==> src/omc_pkg.sv <==
// constants of the operation mode controller
package omc_pkg;
  // channel and pin counts
  localparam int NUM_CH = 8;
  localparam int NUM_IN = 2;
  // mode status field codes
  localparam logic [1:0] MODE_SLEEP_CODE  = 2'h3;
  localparam logic [1:0] MODE_LIMP_CODE   = 2'h1;
  localparam logic [1:0] MODE_ACTIVE_CODE = 2'h2;
  localparam logic [1:0] MODE_IDLE_CODE   = 2'h0;
  // register reset values
  localparam logic [7:0] CHAN_ON_RST = 8'h00;
  localparam logic       KEEP_ACT_RST = 1'b0;
  localparam logic       PWM_EN_RST   = 1'b0;
  localparam logic [7:0] MAP0_RST    = 8'h04;
  localparam logic [7:0] MAP1_RST    = 8'h08;
  // channels that may run in limp home
  localparam logic [7:0] LIMP_CH_MASK = 8'h0C;
  // wake latency from idle or sleep into a driving mode
  localparam int WAKE_TIME_NS = 200;
  localparam int CLK_PERIOD_NS = 10;
  localparam int WAKE_CYC = (WAKE_TIME_NS + CLK_PERIOD_NS - 1) / CLK_PERIOD_NS;
  // synchronised pin vector layout
  localparam int SYNC_W = 9;
  localparam int S_STBY = 0;
  localparam int S_IN0  = 1;
  localparam int S_IN1  = 2;
  localparam int S_VSP  = 3;
  localparam int S_VDDP = 4;
  localparam int S_VSOP = 5;
  localparam int S_VDDL = 6;
  localparam int S_VSUV = 7;
  localparam int S_VDUV = 8;
endpackage

==> src/omc_sync.sv <==
// two flip-flop synchroniser for a vector of pin levels
`timescale 1ns/1ps
module omc_sync #(
  parameter int WIDTH = 1
) (
  // clock and reset
  input  wire logic             clk,
  input  wire logic             rst,
  // asynchronous levels in, synchronised levels out
  input  wire logic [WIDTH-1:0] async_in,
  output logic      [WIDTH-1:0] sync_out
);
  logic [WIDTH-1:0] meta_reg;

  // first stage feeds only the second stage
  always_ff @(posedge clk)
  begin
    if (rst)
    begin
      meta_reg <= '0;
      sync_out <= '0;
    end
    else
    begin
      meta_reg <= async_in;
      sync_out <= meta_reg;
    end
  end
endmodule

==> src/omc_operation_mode_controller.sv <==
// operation mode state machine of an eight channel serial power switch
// Functional notes
// mode chosen from pins, channel, keep and pwm bits
// switch-on request wakes to active or limp home
// sleep: outputs off, registers held reset
// idle: channels off, no diagnosis
// idle with logic supply: registers and serial work
// idle keeps channel error bits
// standby high plus input or channel bit: active
// keep bit clear: idle when no request
// keep bit set: stay active
// logic undervoltage, inputs low: go idle
// input high wakes active even unmapped
// standby low plus input: limp home, channel on
// limp home: reads answered, writes ignored
// limp home forces both supply flags high
// limp home mode field reads 01
// limp home: first command sets transmission error
// limp home holds open-load flags low
// limp home: others at default, errors normal
// limp home drives only channels two, three
// host avoids commands during limp transitions
// wake latency added before channel turn-on
// power-on needs supply, pin high, threshold
// soft reset keeps errors, clears supply flags
`timescale 1ns/1ps
module omc_operation_mode_controller #(
  parameter int NCH = omc_pkg::NUM_CH
) (
  // clock and reset
  input  wire logic           clk,
  input  wire logic           rst,
  // device pins and supply comparators, asynchronous
  input  wire logic           standby_sel_pin,
  input  wire logic [1:0]     direct_input_pins,
  input  wire logic           vs_present,
  input  wire logic           vdd_present,
  input  wire logic           vs_above_op,
  input  wire logic           vdd_above_lop,
  input  wire logic           vs_undervoltage,
  input  wire logic           vdd_undervoltage,
  // register write port from the serial front end
  input  wire logic           wr_valid,
  input  wire logic [NCH-1:0] wr_channel_on,
  input  wire logic           wr_keep_active,
  input  wire logic           wr_pwm_gen0,
  input  wire logic           wr_pwm_gen1,
  input  wire logic [NCH-1:0] wr_input0_map,
  input  wire logic [NCH-1:0] wr_input1_map,
  input  wire logic           wr_soft_reset,
  // serial command events
  input  wire logic           spi_cmd_strobe,
  input  wire logic           spi_frame_error,
  input  wire logic           diag_readout,
  // diagnosis events from the output stages
  input  wire logic [NCH-1:0] channel_fault,
  input  wire logic           open_load_on_event,
  input  wire logic           open_load_off_event,
  // channel drive and mode status
  output logic [NCH-1:0]      channel_drive,
  output logic [1:0]          mode_status,
  output logic                power_on,
  output logic                spi_available,
  output logic                spi_writable,
  // register read-back
  output logic [NCH-1:0]      channel_on_bits,
  output logic                keep_active_bit,
  output logic                pwm_gen0_enable,
  output logic                pwm_gen1_enable,
  output logic [NCH-1:0]      input0_channel_map,
  output logic [NCH-1:0]      input1_channel_map,
  output logic [NCH-1:0]      channel_error_bits,
  output logic [NCH-1:0]      output_monitor_bits,
  output logic                supply_undervoltage_flag,
  output logic                logic_supply_low_flag,
  output logic                transmission_error_flag,
  output logic                open_load_on_flag,
  output logic                open_load_off_flag
);
  typedef enum logic [2:0] {ST_SLEEP, ST_IDLE, ST_WAKE, ST_ACTIVE, ST_LIMP} omc_state_t;

  localparam int WCW = $clog2(omc_pkg::WAKE_CYC + 1);
  localparam logic [WCW-1:0] WAKE_LAST = WCW'(omc_pkg::WAKE_CYC - 1);

  logic [omc_pkg::SYNC_W-1:0] pins_s;
  omc_state_t                 state_reg;
  omc_state_t                 state_next;
  logic [WCW-1:0]             wake_cnt_reg;
  logic                       ter_pending_reg;
  logic                       stby_s;
  logic                       any_in_s;
  logic                       pwr_ok;
  logic                       vs_uv_s;
  logic                       vdd_uv_s;
  logic                       regs_clear;
  logic                       wr_ok;
  logic [NCH-1:0]             mapped_in;
  logic [NCH-1:0]             drive_next;

  // every pin passes two flip-flops before use
  omc_sync #(
    .WIDTH (omc_pkg::SYNC_W)
  ) u_pin_sync (
    .clk      (clk),
    .rst      (rst),
    .async_in ({vdd_undervoltage, vs_undervoltage, vdd_above_lop, vs_above_op,
                vdd_present, vs_present, direct_input_pins, standby_sel_pin}),
    .sync_out (pins_s)
  );

  // decoded pin levels
  assign stby_s   = pins_s[omc_pkg::S_STBY];
  assign any_in_s = pins_s[omc_pkg::S_IN0] | pins_s[omc_pkg::S_IN1];
  assign vs_uv_s  = pins_s[omc_pkg::S_VSUV];
  assign vdd_uv_s = pins_s[omc_pkg::S_VDUV];
  // supply applied, a pin high, and one supply above its threshold
  assign pwr_ok = (pins_s[omc_pkg::S_VSP] | pins_s[omc_pkg::S_VDDP])
                & (any_in_s | stby_s)
                & (pins_s[omc_pkg::S_VSOP] | pins_s[omc_pkg::S_VDDL]);

  // mode transitions
  always_comb
  begin
    state_next = state_reg;
    unique case (state_reg)
      ST_SLEEP, ST_IDLE:
      begin
        if (!pwr_ok || !stby_s && !any_in_s)
          state_next = ST_SLEEP;
        else if (!stby_s || any_in_s || (|channel_on_bits))
          state_next = ST_WAKE;
        else
          state_next = ST_IDLE;
      end
      ST_WAKE:
      begin
        if (!pwr_ok || !stby_s && !any_in_s)
          state_next = ST_SLEEP;
        else if (wake_cnt_reg == WAKE_LAST)
          state_next = stby_s ? ST_ACTIVE : ST_LIMP;
      end
      ST_ACTIVE:
      begin
        if (!pwr_ok || !stby_s && !any_in_s)
          state_next = ST_SLEEP;
        else if (!stby_s)
          state_next = ST_LIMP;
        else if (vdd_uv_s && !any_in_s)
          state_next = ST_IDLE;
        else if (!keep_active_bit && !any_in_s && !(|channel_on_bits)
                 && !pwm_gen0_enable && !pwm_gen1_enable)
          state_next = ST_IDLE;
      end
      ST_LIMP:
      begin
        if (!pwr_ok || !stby_s && !any_in_s)
          state_next = ST_SLEEP;
        else if (stby_s)
          state_next = ST_ACTIVE;
      end
    endcase
  end

  // state register and wake latency counter
  always_ff @(posedge clk)
  begin
    if (rst)
    begin
      state_reg    <= ST_SLEEP;
      wake_cnt_reg <= '0;
    end
    else
    begin
      state_reg    <= state_next;
      wake_cnt_reg <= (state_reg == ST_WAKE) ? wake_cnt_reg + WCW'(1) : '0;
    end
  end

  // registers reset in sleep, in limp home, without logic supply, and on soft reset
  assign wr_ok = wr_valid && !vdd_uv_s
              && (state_reg == ST_IDLE || state_reg == ST_ACTIVE);
  assign regs_clear = state_reg == ST_SLEEP || state_reg == ST_LIMP || vdd_uv_s
                   || (wr_ok && wr_soft_reset);

  // programmable control registers
  always_ff @(posedge clk)
  begin
    if (rst || regs_clear)
    begin
      channel_on_bits    <= omc_pkg::CHAN_ON_RST;
      keep_active_bit    <= omc_pkg::KEEP_ACT_RST;
      pwm_gen0_enable    <= omc_pkg::PWM_EN_RST;
      pwm_gen1_enable    <= omc_pkg::PWM_EN_RST;
      input0_channel_map <= omc_pkg::MAP0_RST;
      input1_channel_map <= omc_pkg::MAP1_RST;
    end
    else if (wr_ok)
    begin
      channel_on_bits    <= wr_channel_on;
      keep_active_bit    <= wr_keep_active;
      pwm_gen0_enable    <= wr_pwm_gen0;
      pwm_gen1_enable    <= wr_pwm_gen1;
      input0_channel_map <= wr_input0_map;
      input1_channel_map <= wr_input1_map;
    end
  end

  // per-channel error bits, sticky, set wins, survive idle and soft reset
  always_ff @(posedge clk)
  begin
    if (rst || state_reg == ST_SLEEP || vdd_uv_s)
      channel_error_bits <= '0;
    else if (state_reg == ST_ACTIVE || state_reg == ST_LIMP)
      channel_error_bits <= (diag_readout ? '0 : channel_error_bits) | channel_fault;
    else
      channel_error_bits <= channel_error_bits;
  end

  // supply flags: sticky, cleared by readout once supply recovered, set wins
  always_ff @(posedge clk)
  begin
    if (rst || state_reg == ST_SLEEP)
    begin
      supply_undervoltage_flag <= 1'b0;
      logic_supply_low_flag    <= 1'b0;
    end
    else if (state_next == ST_LIMP)
    begin
      supply_undervoltage_flag <= 1'b1;
      logic_supply_low_flag    <= 1'b1;
    end
    else if (wr_ok && wr_soft_reset)
    begin
      supply_undervoltage_flag <= vs_uv_s;
      logic_supply_low_flag    <= !pins_s[omc_pkg::S_VDDL];
    end
    else
    begin
      supply_undervoltage_flag <= vs_uv_s | (supply_undervoltage_flag & !diag_readout);
      logic_supply_low_flag    <= !pins_s[omc_pkg::S_VDDL]
                                | (logic_supply_low_flag & !diag_readout);
    end
  end

  // transmission error, armed on limp home entry, set on next command
  always_ff @(posedge clk)
  begin
    if (rst || state_reg == ST_SLEEP)
    begin
      ter_pending_reg         <= 1'b0;
      transmission_error_flag <= 1'b0;
    end
    else
    begin
      if (state_next == ST_LIMP && state_reg != ST_LIMP)
        ter_pending_reg <= 1'b1;
      else if (spi_cmd_strobe)
        ter_pending_reg <= 1'b0;
      if (spi_cmd_strobe && (ter_pending_reg || spi_frame_error))
        transmission_error_flag <= 1'b1;
      else if (spi_cmd_strobe)
        transmission_error_flag <= 1'b0;
    end
  end

  // open-load flags, only while diagnosing in active mode
  always_ff @(posedge clk)
  begin
    if (rst || state_reg != ST_ACTIVE)
    begin
      open_load_on_flag  <= 1'b0;
      open_load_off_flag <= 1'b0;
    end
    else
    begin
      open_load_on_flag  <= open_load_on_event | (open_load_on_flag & !diag_readout);
      open_load_off_flag <= open_load_off_event | (open_load_off_flag & !diag_readout);
    end
  end

  // channel drive from inputs through the maps and from the channel bits
  assign mapped_in = (pins_s[omc_pkg::S_IN0] ? input0_channel_map : '0)
                   | (pins_s[omc_pkg::S_IN1] ? input1_channel_map : '0);
  always_comb
  begin
    drive_next = '0;
    if (state_reg == ST_ACTIVE && !vs_uv_s)
      drive_next = vdd_uv_s ? mapped_in : (mapped_in | channel_on_bits);
    else if (state_reg == ST_LIMP && !vs_uv_s)
      drive_next = mapped_in & omc_pkg::LIMP_CH_MASK;
  end

  // registered outputs
  always_ff @(posedge clk)
  begin
    if (rst)
    begin
      channel_drive       <= '0;
      output_monitor_bits <= '0;
      mode_status         <= omc_pkg::MODE_SLEEP_CODE;
      power_on            <= 1'b0;
      spi_available       <= 1'b0;
      spi_writable        <= 1'b0;
    end
    else
    begin
      channel_drive       <= drive_next;
      output_monitor_bits <= drive_next;
      power_on            <= pwr_ok;
      spi_available       <= state_reg != ST_SLEEP && !vdd_uv_s;
      spi_writable        <= (state_reg == ST_IDLE || state_reg == ST_ACTIVE) && !vdd_uv_s;
      unique case (state_reg)
        ST_SLEEP:          mode_status <= omc_pkg::MODE_SLEEP_CODE;
        ST_IDLE, ST_WAKE:  mode_status <= omc_pkg::MODE_IDLE_CODE;
        ST_ACTIVE:         mode_status <= omc_pkg::MODE_ACTIVE_CODE;
        ST_LIMP:           mode_status <= omc_pkg::MODE_LIMP_CODE;
      endcase
    end
  end
endmodule

==> config.mk <==
export PLATFORM = sky130hd
export DESIGN_NAME = omc_operation_mode_controller
export DESIGN_NICKNAME = d
export VERILOG_FILES = /design/src/omc_pkg.sv /design/src/omc_sync.sv /design/src/omc_operation_mode_controller.sv
export SDC_FILE = /design/constraint.sdc
export NUM_CORES = 1
export LEC_CHECK = 0
export BUFFER_PORTS_ARGS = -buffer_cell sky130_fd_sc_hd__buf_4
export CAP_MARGIN = 25
export CORE_ASPECT_RATIO = 1.75
export CORE_UTILIZATION = 40
export DETAILED_ROUTE_END_ITERATION = 12
export PLACE_DENSITY_LB_ADDON = 0.1
export SLEW_MARGIN = 10
export SYNTH_ARGS = -nofsm -noshare
export SYNTH_HDL_FRONTEND = slang
export SYNTH_SLANG_ARGS = --single-unit
export TNS_END_PERCENT = 30
==> constraint.sdc <==
create_clock -name clk -period 3.4 [get_ports clk]
set_clock_uncertainty 0.2 [all_clocks]
set_input_delay 0.17 -clock clk [delete_from_list [all_inputs] [get_ports clk]]
set_output_delay 0.17 -clock clk [all_outputs]
set_load 0.03 [all_outputs]
==> results of run 1 <==
==> power by group <==
part	internal (uW)	switching (uW)	leakage [uW]
Sequential	948	7.05	0.000648
Combinational	83.8	34.4	0.00107
Clock	505	339	0.000126
==> cells by family (layout without fill, tap and decap cells) <==
kind of cell | Yosys count | after routing | synth area share (%)
buffers and inverters | 32 | 185 | 6.31
xor gates and xnor gates | 4 | 4 | 1.17
adders and majority gates | 1 | 1 | 0.418
DFF | 80 | 80 | 53.5
and+or+nand+nor | 129 | 129 | 21.6
AOI/OAI and AO/OA | 67 | 67 | 17.1
==> through the flow <==
stage	cell area, sq um	util [%]	power, uW	setup WS (ns)
5_1_grt	4560	63.1	1980	0.812
6_report	4560	63.1	1920	0.969
3_5_place_dp	3810	52.7	1050	1.03
3_3_place_gp	3810	52.7	1050	1.09
4_1_cts	4560	63.1	1940	0.973
2_1_floorplan	3000	-	995	1.77
==> worst min-delay path by stage <==
stage,from,endpoint,slack [ns],depth (start not counted)
detailed placement,spi_cmd_strobe,transmission_error_flag$_SDFFE_PP0P_,0.18,2
global route,rst,u_pin_sync.meta_reg[2]$_SDFF_PP0_,0.02,2
global placement,spi_cmd_strobe,transmission_error_flag$_SDFFE_PP0P_,0.17,2
CTS,rst,u_pin_sync.meta_reg[2]$_SDFF_PP0_,0.008,2
floorplan,rst,power_on$_SDFF_PP0_,0.06,1
finish,rst,state_reg[2]$_SDFF_PP0_,0.01,2
==> cell type report <==
class | instances | area, sq um
fillers | 614 | 2670
flip-flops and latches | 80 | 1600
repair buffers | 165 | 1360
multi-input cells | 201 | 1210
clock buffers | 13 | 250
well taps | 86 | 108
inverters | 6 | 22.5
clock inverters | 1 | 5.00
==> cells in the mapped netlist <==
| cell type | instances | area, sq um |
|---|---|---|
| nor4_1 | 2 | 12.5 |
| buf_4 | 13 | 97.6 |
| nand2_4 | 1 | 11.3 |
| nor3_1 | 5 | 25.0 |
| nand2_1 | 55 | 206 |
| and4bb_2 | 1 | 12.5 |
| a21oi_2 | 20 | 175 |
| a2111o_1 | 1 | 11.3 |
| a22oi_1 | 10 | 75.1 |
| clkbuf_1 | 7 | 26.3 |
| a31oi_1 | 1 | 6.26 |
| nor2_1 | 25 | 93.8 |
| or2_2 | 1 | 6.26 |
| nand2b_1 | 3 | 18.8 |
| inv_1 | 6 | 22.5 |
| o22ai_1 | 1 | 6.26 |
| o31ai_1 | 1 | 7.51 |
| nor4b_1 | 1 | 8.76 |
| a22o_1 | 2 | 17.5 |
| nor2_2 | 1 | 6.26 |
| dfxtp_1 | 80 | 1600 |
| a222oi_1 | 6 | 60.1 |
| ha_1 | 1 | 12.5 |
| or3b_1 | 1 | 8.76 |
| o21ai_1 | 1 | 5.00 |
| buf_2 | 4 | 20.0 |
| xor2_1 | 2 | 17.5 |
| nand4b_2 | 1 | 15.0 |
| nor2b_1 | 19 | 119 |
| o21ai_0 | 3 | 15.0 |
| a211oi_1 | 3 | 22.5 |
| nor4bb_2 | 1 | 16.3 |
| buf_6 | 2 | 22.5 |
| a21oi_1 | 14 | 70.1 |
| xnor2_1 | 2 | 17.5 |
| o41ai_1 | 1 | 8.76 |
| nand3_1 | 5 | 25.0 |
| a311oi_1 | 1 | 8.76 |
| a21o_4 | 1 | 15.0 |
| o211ai_1 | 1 | 7.51 |
| or3_1 | 4 | 25.0 |
| nand3b_4 | 1 | 20.0 |
| nand3b_1 | 2 | 15.0 |
==> layer usage <==
layer	track usage (%)	wire [um]	vias to the layer above	share of wire, %
met3	5.08	313	13	3.9
met5	0	0	-	0
met1	23.9	3250	1275	41
li1	-	-	1360	-
met4	10.6	155	0	2.0
met2	36.1	4220	79	53
==> critical path, stage by stage (launching register included) <==
cell	delay, ns
dfxtp_1	0.61
nor4bb_4	0.29
buf_4	0.35
a21oi_1	0.13
dlygate4sd3_1	0.57
nand2_1	0.07
a31oi_1	0.08
==> timing repair <==
action | 4_1_cts | 5_1_grt
setup buffers | 0 | 0
hold endpoints to repair | 49 | 0
hold buffers | 50 | 0
==> metrics.yaml, run 1 <==
status:
  status: "finished clean"
floorplan:
  io_pins: 114
  die_y_um: 116
  die_x_um: 67.4
  dieArea_sq_um: 7850
  num_rows: 41
  core_area_sq_um: 7230
  initial_core_util_pct: 41.4
timing:
  setup_viol: 0
  hold_violations: 0
  rsz0062_at_grt: "no"
  timing.fmax_ghz: 0.411
  worstMarginPinSlew_ns: 0.824
  hold_ws_ns: 0.0103
  period_needed_ns: 2.43
  fin_crit_sh_pct: 71.5
  tns_ns: 0
  drv_slew: 0
  slew_headroom_pct: 45.1
routing:
  post_drt_wl_per_cell_um: 14.4
  dr.pass1.iters: 4
  drc: 0
  ant_nets: 0
  wirelength_um: 7930
  vias: 2727
  drt_iter0_drc: 135
  via_per_inst: 4.94
critical_path:
  rrSetupSlack_ns: 0.97
  worst_ep_arrival_time_ns: 2.44
  critPathLaunch: "state_reg[0]$_SDFF_PP0_"
  crit_type: "reg2reg"
  r2r_cells: 6
  start_kind: "flip-flop"
  path_max_fanout: 28
  timing.rr.end: "logic_supply_low_flag$_SDFF_PP0_"
  crit_end: "logic_supply_low_flag$_SDFF_PP0_"
  reg2reg_from: "state_reg[0]$_SDFF_PP0_"
  cp-end-kind: "flip-flop"
  cp_data_required_time_ns: 3.41
power:
  pwr_density_cell_nw_per_um2: 420
  peakVddDrop_mv: 0.340
  leakage_uw: 0.00185
global_routing:
  grt_overflow: 0
  antenna_found_initial: 0
  grt_max_degree: 33
  grt_usage_pct: 21.2
  grt_pass1_vias: 2544
  grt_pass1_wl_um: 12000
clock_tree:
  cts_resized: 0
  clk_pin_slew_ns: 0.06
  cts_root_buf: "clkbuf_16"
  cts_buffers: 9
  clk_latency_ns: 0.33
  h-tree-depth: 3
  cts_tree: "built"
  cts_buffer_depth: 2
  cts.sinks: 80
place:
  dp_hpwl_um: 5330
  routabilityCongestion: 0.780
  port_buffers: 113
  post-place-cells: 488
cells_and_area:
  drive_above_1_share_pct: 33.0
  fin_nets: 517
  fin_cells: 552
  mostFrequentLayoutCell: "buf_4"
  n_antenna_cell: 0
  syn2layout_area_growth_pct: 52.4
  layout_common_cells: "115 x buf_4, 80 x dfxtp_1, 55 x nand2_1, 50 x dlygate4sd3_1, 25 x nor2_1"
synthesis:
  ys.warnings.count: 0
  syn_nets: 367
  synth_seq_area_share_pct: 53.5
  synth_area_sq_um: 3000
  syn_inst: 313
  avgSynthCellArea_sq_um: 9.57
  ys_ff_latch: 80
  yosysUniqueCellTypes: 43
job:
  drv_cap: 0
min_path:
  min_path_type: "in2reg"
Note: power is estimated with default switching activity, not from simulation.
==> run 2: changes to the inputs <==
clock period = 2.55 ns   (was 3.4 ns; I/O delays follow)
==> metrics.yaml, run 2 (synthesis gave the netlist of run 1 again) <==
cells_and_area:
  drive_above_1_share_pct: 32.9  # -0.13 points
  layout_common_cells: "116 x buf_4, 79 x dfxtp_1, 62 x dlygate4sd3_1, 55 x nand2_1, 25 x nor2_1"
  mostFrequentLayoutCell: "buf_4"
  syn2layout_area_growth_pct: 59.4
  fin_util_pct: 66.0  # +2.9 points
  n_antenna_cell: 0  # unchanged
  fin_nets: 530  # +2.5%
clock_tree:
  post-cts-setup-buffers: 0  # unchanged
  h-tree-depth: 3  # unchanged
  clk_latency_ns: 0.33  # about the same
  cts.sinks: 80  # unchanged
  cts_buffers: 9  # unchanged
  cts_root_buf: "clkbuf_16"
  cts_tree: "built"
  cts_buffer_depth: 2  # unchanged
  clk_pin_slew_ns: 0.06  # about the same
critical_path:
  path_max_fanout: 28  # unchanged
  worst_ep_arrival_time_ns: 2.31  # -0.13 ns
  cp_data_required_time_ns: 2.57  # -0.84 ns
  start_kind: "flip-flop"
  crit_type: "reg2reg"
  cp-end-kind: "flip-flop"
floorplan:
  dieArea_sq_um: 7850  # unchanged
  die_x_um: 67.4  # unchanged
  core_area_sq_um: 7230  # unchanged
  die_y_um: 116  # unchanged
  num_rows: 41  # unchanged
  io_pins: 114  # unchanged
  initial_core_util_pct: 41.4  # unchanged
timing:
  drv_slew: 0  # unchanged
  rsz0062_at_grt: "no"
  tns_ns: 0  # unchanged
  hold_ws_ns: 0.0145  # +0.00418 ns
  worstMarginPinSlew_ns: 0.675  # -0.149 ns
  period_needed_ns: 2.29  # -0.142 ns
  hold_violations: 0  # unchanged
  fin_crit_sh_pct: 89.8  # +18 points
  setup_viol: 0  # unchanged
  slew_headroom_pct: 54.8  # +9.8 points
  timing.fmax_ghz: 0.437  # +6.2%
status:
  status: "finished clean"
routing:
  post_drt_wl_per_cell_um: 14.3  # -0.19%
  dr.pass1.iters: 7  # +3
  drc: 0  # unchanged
  wirelength_um: 8120  # +2.3%
  ant_nets: 0  # unchanged
  via_per_inst: 4.95  # +0.24%
  drt_iter0_drc: 149  # +10%
  vias: 2803  # +2.8%
global_routing:
  grt_pass1_vias: 2626  # +3.2%
  grt_pass1_wl_um: 12400  # +2.7%
  grt_overflow: 0  # unchanged
  grt_usage_pct: 21.5  # +0.36 points
  grt_max_degree: 33  # unchanged
  antenna_found_initial: 0  # unchanged
min_path:
  min_path_type: "in2reg"
place:
  dp_hpwl_um: 5330  # about the same
  routabilityCongestion: 0.836  # +7.1%
  port_buffers: 113  # unchanged
power:
  total_power_uw: 2900  # +51%
  pwr_density_cell_nw_per_um2: 607  # +44%
  peakVddDrop_mv: 0.445  # +31%
  leakage_uw: 0.00195  # +5.7%
job:
  drv_cap: 0  # unchanged
run 2: cell count changes in the layout (fill, tap and decap cells not counted), sizes merged:
cell         delta
dlygate4sd3    +12
bufinv          +3
buf             +1
clkbuf          -1
clkinv          -1
run 2: per-layer routing:
| layer | track usage (%) | wire length (um) | vias up |
|---|---|---|---|
| li1 | - | - | 1389 |
| met1 | 24.4 | 3210 | 1307 |
| met2 | 37.1 | 4350 | 88 |
| met3 | 4.39 | 358 | 19 |
| met4 | 11.1 | 205 | 0 |
| met5 | 0 | 0 | - |
run 2: cell type report:
| cell class | count | area (sq um) |
|---|---|---|
| Sequential cell | 80 | 1600 |
| Clock inverter | 3 | 90.1 |
| Inverter | 6 | 22.5 |
| Timing Repair Buffer | 178 | 1490 |
| Multi-Input combinational cell | 201 | 1210 |
| Clock buffer | 12 | 246 |
| Tap cell | 86 | 108 |
| Fill cell | 609 | 2460 |
run 2: report_power, final:
| part | total, uW | switching, uW | internal, uW | leakage [uW] |
|---|---|---|---|---|
| Clock | 1450 | 472 | 978 | 0.000163 |
| Sequential | 1270 | 9.48 | 1260 | 0.000649 |
| Combinational | 172 | 48.7 | 124 | 0.00114 |
| Total | 2900 | 531 | 2370 | 0.00195 |
run 2: timing repair:
action / in CTS / in global routing
hold buffers: 62 / 0
endpoints found under the hold margin: 62 / 0
endpoints found under the setup margin: 0 / 1
gates resized for setup: 0 / 1
run 2: path summary, 6_finish.rpt:
path / start / slack (ns) / cells after the start / endpoint
worst max-delay path: state_reg[2]$_SDFF_PP0_ / 0.26 / 6 / logic_supply_low_flag$_SDFF_PP0_
worst min-delay path: wr_soft_reset / 0.01 / 4 / supply_undervoltage_flag$_SDFF_PP0_
worst max register to register: state_reg[2]$_SDFF_PP0_ / 0.26 / 6 / logic_supply_low_flag$_SDFF_PP0_
worst min register to register: u_pin_sync.meta_reg[7]$_SDFF_PP0_ / 0.23 / 1 / u_pin_sync.sync_out[7]$_SDFF_PP0_
run 2: metrics by stage:
stage / area (sq um) / setup slack, ns / instances
floorplan: 3000 / 0.916 / 313
global placement: 3820 / 0.562 / 489
detailed placement: 3820 / 0.534 / 489
CTS: 4770 / 0.0720 / 566
global route: 4770 / 0.122 / 566
finish: 4770 / 0.260 / 566
run 2: critical path, cell delays in order, from the launching register on:
cell and delay [ns]:
dfxtp_1 0.42, nor4bb_4 0.33, buf_4 0.34, a21oi_1 0.16, dlygate4sd3_1 0.58, nand2_1 0.07, a31oi_1 0.07
==> run 3: changes to the inputs <==
clock period = 2.92 ns   (was 2.55 ns; I/O delays follow)
==> metrics.yaml, run 3 (synthesis gave the netlist of run 1 again) <==
cells_and_area:
  syn2layout_area_growth_pct: 56.4
  drive_above_1_share_pct: 32.8  # -0.14 points
  n_antenna_cell: 0  # unchanged
  fin_nets: 527  # -0.57%
  post-route-cell-area_sq_um: 4690  # -1.9%
  mostFrequentLayoutCell: "buf_4"
  n_fill_cell: 638  # +4.8%
  layout_common_cells: "115 x buf_4, 80 x dfxtp_1, 60 x dlygate4sd3_1, 55 x nand2_1, 25 x nor2_1"
  fin_util_pct: 64.8  # -1.2 points
critical_path:
  cp_cell_sequence: "nor4bb_4 -> a21oi_1 -> dlygate4sd3_1 -> nand2_1 -> a31oi_1"
  cpMaxStageDelayCell: "dfxtp_1"
  r2r_cells: 5  # -1
  worst-path-buf-inv: 1  # -1
  cp-end-kind: "flip-flop"
  cp_data_required_time_ns: 2.93  # +0.36 ns
  slowest_delay_ns: 0.61  # +0.03 ns
  crit_type: "reg2reg"
  start_kind: "flip-flop"
  timing.rr.end: "logic_supply_low_flag$_SDFF_PP0_"
  reg2reg_from: "state_reg[0]$_SDFF_PP0_"
  path_max_fanout: 12  # -57%
  critPathTopFamily: "flip-flops"
  rrSetupSlack_ns: 0.78  # +0.52 ns
  worst_ep_arrival_time_ns: 2.15  # -0.16 ns
clock_tree:
  clk_pin_slew_ns: 0.06  # about the same
  h-tree-depth: 3  # unchanged
  cts_tree: "built"
  cts_buffer_depth: 2  # unchanged
  cts_root_buf: "clkbuf_16"
  cts_buffers: 9  # unchanged
  cts_resized: 0  # unchanged
  cts.sinks: 80  # unchanged
  post-cts-setup-buffers: 0  # unchanged
  clk_latency_ns: 0.33  # about the same
min_path:
  holdPathEnd: "supply_undervoltage_flag$_SDFF_PP0_"
  hp-start: "wr_soft_reset"
  min_path_cells: 4  # unchanged
  min_path_type: "in2reg"
routing:
  post_drt_wl_per_cell_um: 14.3  # -0.29%
  drt_iter0_drc: 144  # -3.4%
  ant_nets: 0  # unchanged
  vias: 2792  # -0.39%
  wirelength_um: 8040  # -1.0%
  drc: 0  # unchanged
  via_per_inst: 4.97  # +0.32%
  dr.pass1.iters: 4  # -3
timing:
  fin_crit_sh_pct: 73.4  # -16 points
  timing.fmax_ghz: 0.467  # +6.8%
  hold_violations: 0  # unchanged
  slew_headroom_pct: 52.8  # -2.0 points
  drv_slew: 0  # unchanged
  worstMarginPinSlew_ns: 0.705  # +0.0303 ns
  period_needed_ns: 2.14  # -0.147 ns
  tns_ns: 0  # unchanged
  hold_ws_ns: 0.0336  # +0.0191 ns
  rsz0062_at_grt: "no"
  setup_viol: 0  # unchanged
job:
  drv_cap: 0  # unchanged
power:
  leakage_uw: 0.00191  # -2.3%
  pwr_density_cell_nw_per_um2: 496  # -18%
  peakVddDrop_mv: 0.318  # -29%
place:
  routabilityCongestion: 0.845  # +1.2%
  port_buffers: 113  # unchanged
  dp_hpwl_um: 5270  # -1.1%
  placed_cell_area_sq_um: 3810  # -0.20%
floorplan:
  die_x_um: 67.4  # unchanged
  core_area_sq_um: 7230  # unchanged
  dieArea_sq_um: 7850  # unchanged
  io_pins: 114  # unchanged
  initial_core_util_pct: 41.4  # unchanged
  die_y_um: 116  # unchanged
  num_rows: 41  # unchanged
global_routing:
  grt_max_degree: 33  # unchanged
  antenna_found_initial: 0  # unchanged
  grt_overflow: 0  # unchanged
  grt_usage_pct: 21.4  # -0.16 points
  grt_pass1_wl_um: 12300  # -0.33%
  grt_pass1_vias: 2657  # +1.2%
status:
  status: "finished clean"
==> run 3: layer usage <==
metal	GRT usage, %	wire, um	part of all wire [%]	vias up
met5	0	0	0	-
met1	24.0	3270	41	1312
met3	2.93	267	3.3	19
li1	-	-	-	1383
met2	36.9	4240	53	78
met4	13.3	264	3.3	0
==> run 3: worst max-delay path by stage <==
stage,startpoint,endpoint,slack (ns),depth (start not counted)
floorplan,state_reg[2]$_SDFF_PP0_,channel_error_bits[0]$_SDFFE_PP0N_,1.29,6
global placement,u_pin_sync.sync_out[8]$_SDFF_PP0_,input0_channel_map[3]$_SDFFE_PP0P_,0.96,4
detailed placement,u_pin_sync.sync_out[8]$_SDFF_PP0_,input0_channel_map[7]$_SDFFE_PP0P_,0.92,4
CTS,state_reg[0]$_SDFF_PP0_,logic_supply_low_flag$_SDFF_PP0_,0.76,5
global route,state_reg[0]$_SDFF_PP0_,logic_supply_low_flag$_SDFF_PP0_,0.65,5
finish,state_reg[0]$_SDFF_PP0_,logic_supply_low_flag$_SDFF_PP0_,0.78,5
==> run 3: repair_timing <==
item / CTS / global route
endpoints found under the setup margin: 0 / 0
endpoints found under the hold margin: 60 / 0
hold buffers: 60 / 0
==> run 3: through the flow <==
stage                     total power, uW  worst slack, ns  std cells
after floorplan                      1160             1.29        313
after global placement               1220            0.960        488
after detailed placement             1220            0.924        488
after CTS                            2350            0.762        562
after global routing                 2400            0.647        562
final                                2320            0.777        562
==> run 3: cell type report <==
class	instances	area, sq um	area share, %
Clock buffer	10	229	4.89
Clock inverter	4	47.5	1.01
Inverter	6	22.5	0.481
Multi-Input combinational cell	201	1210	25.9
Sequential cell	80	1600	34.2
Tap cell	86	108	2.30
Timing Repair Buffer	175	1460	31.2
==> run 3: tightest hold or removal path, cell delays in order <==
cell and delay, ns:
buf_4 0.08, a21oi_1 0.08, a21oi_1 0.14, a21oi_1 0.07
==> run 3: power by group <==
part           total [uW]  switching, uW  internal, uW  leakage, uW
clock                1060            414           649     0.000134
combinational         149           42.6           106      0.00112
sequential           1110           8.66          1100     0.000648
total                2320            465          1860      0.00191
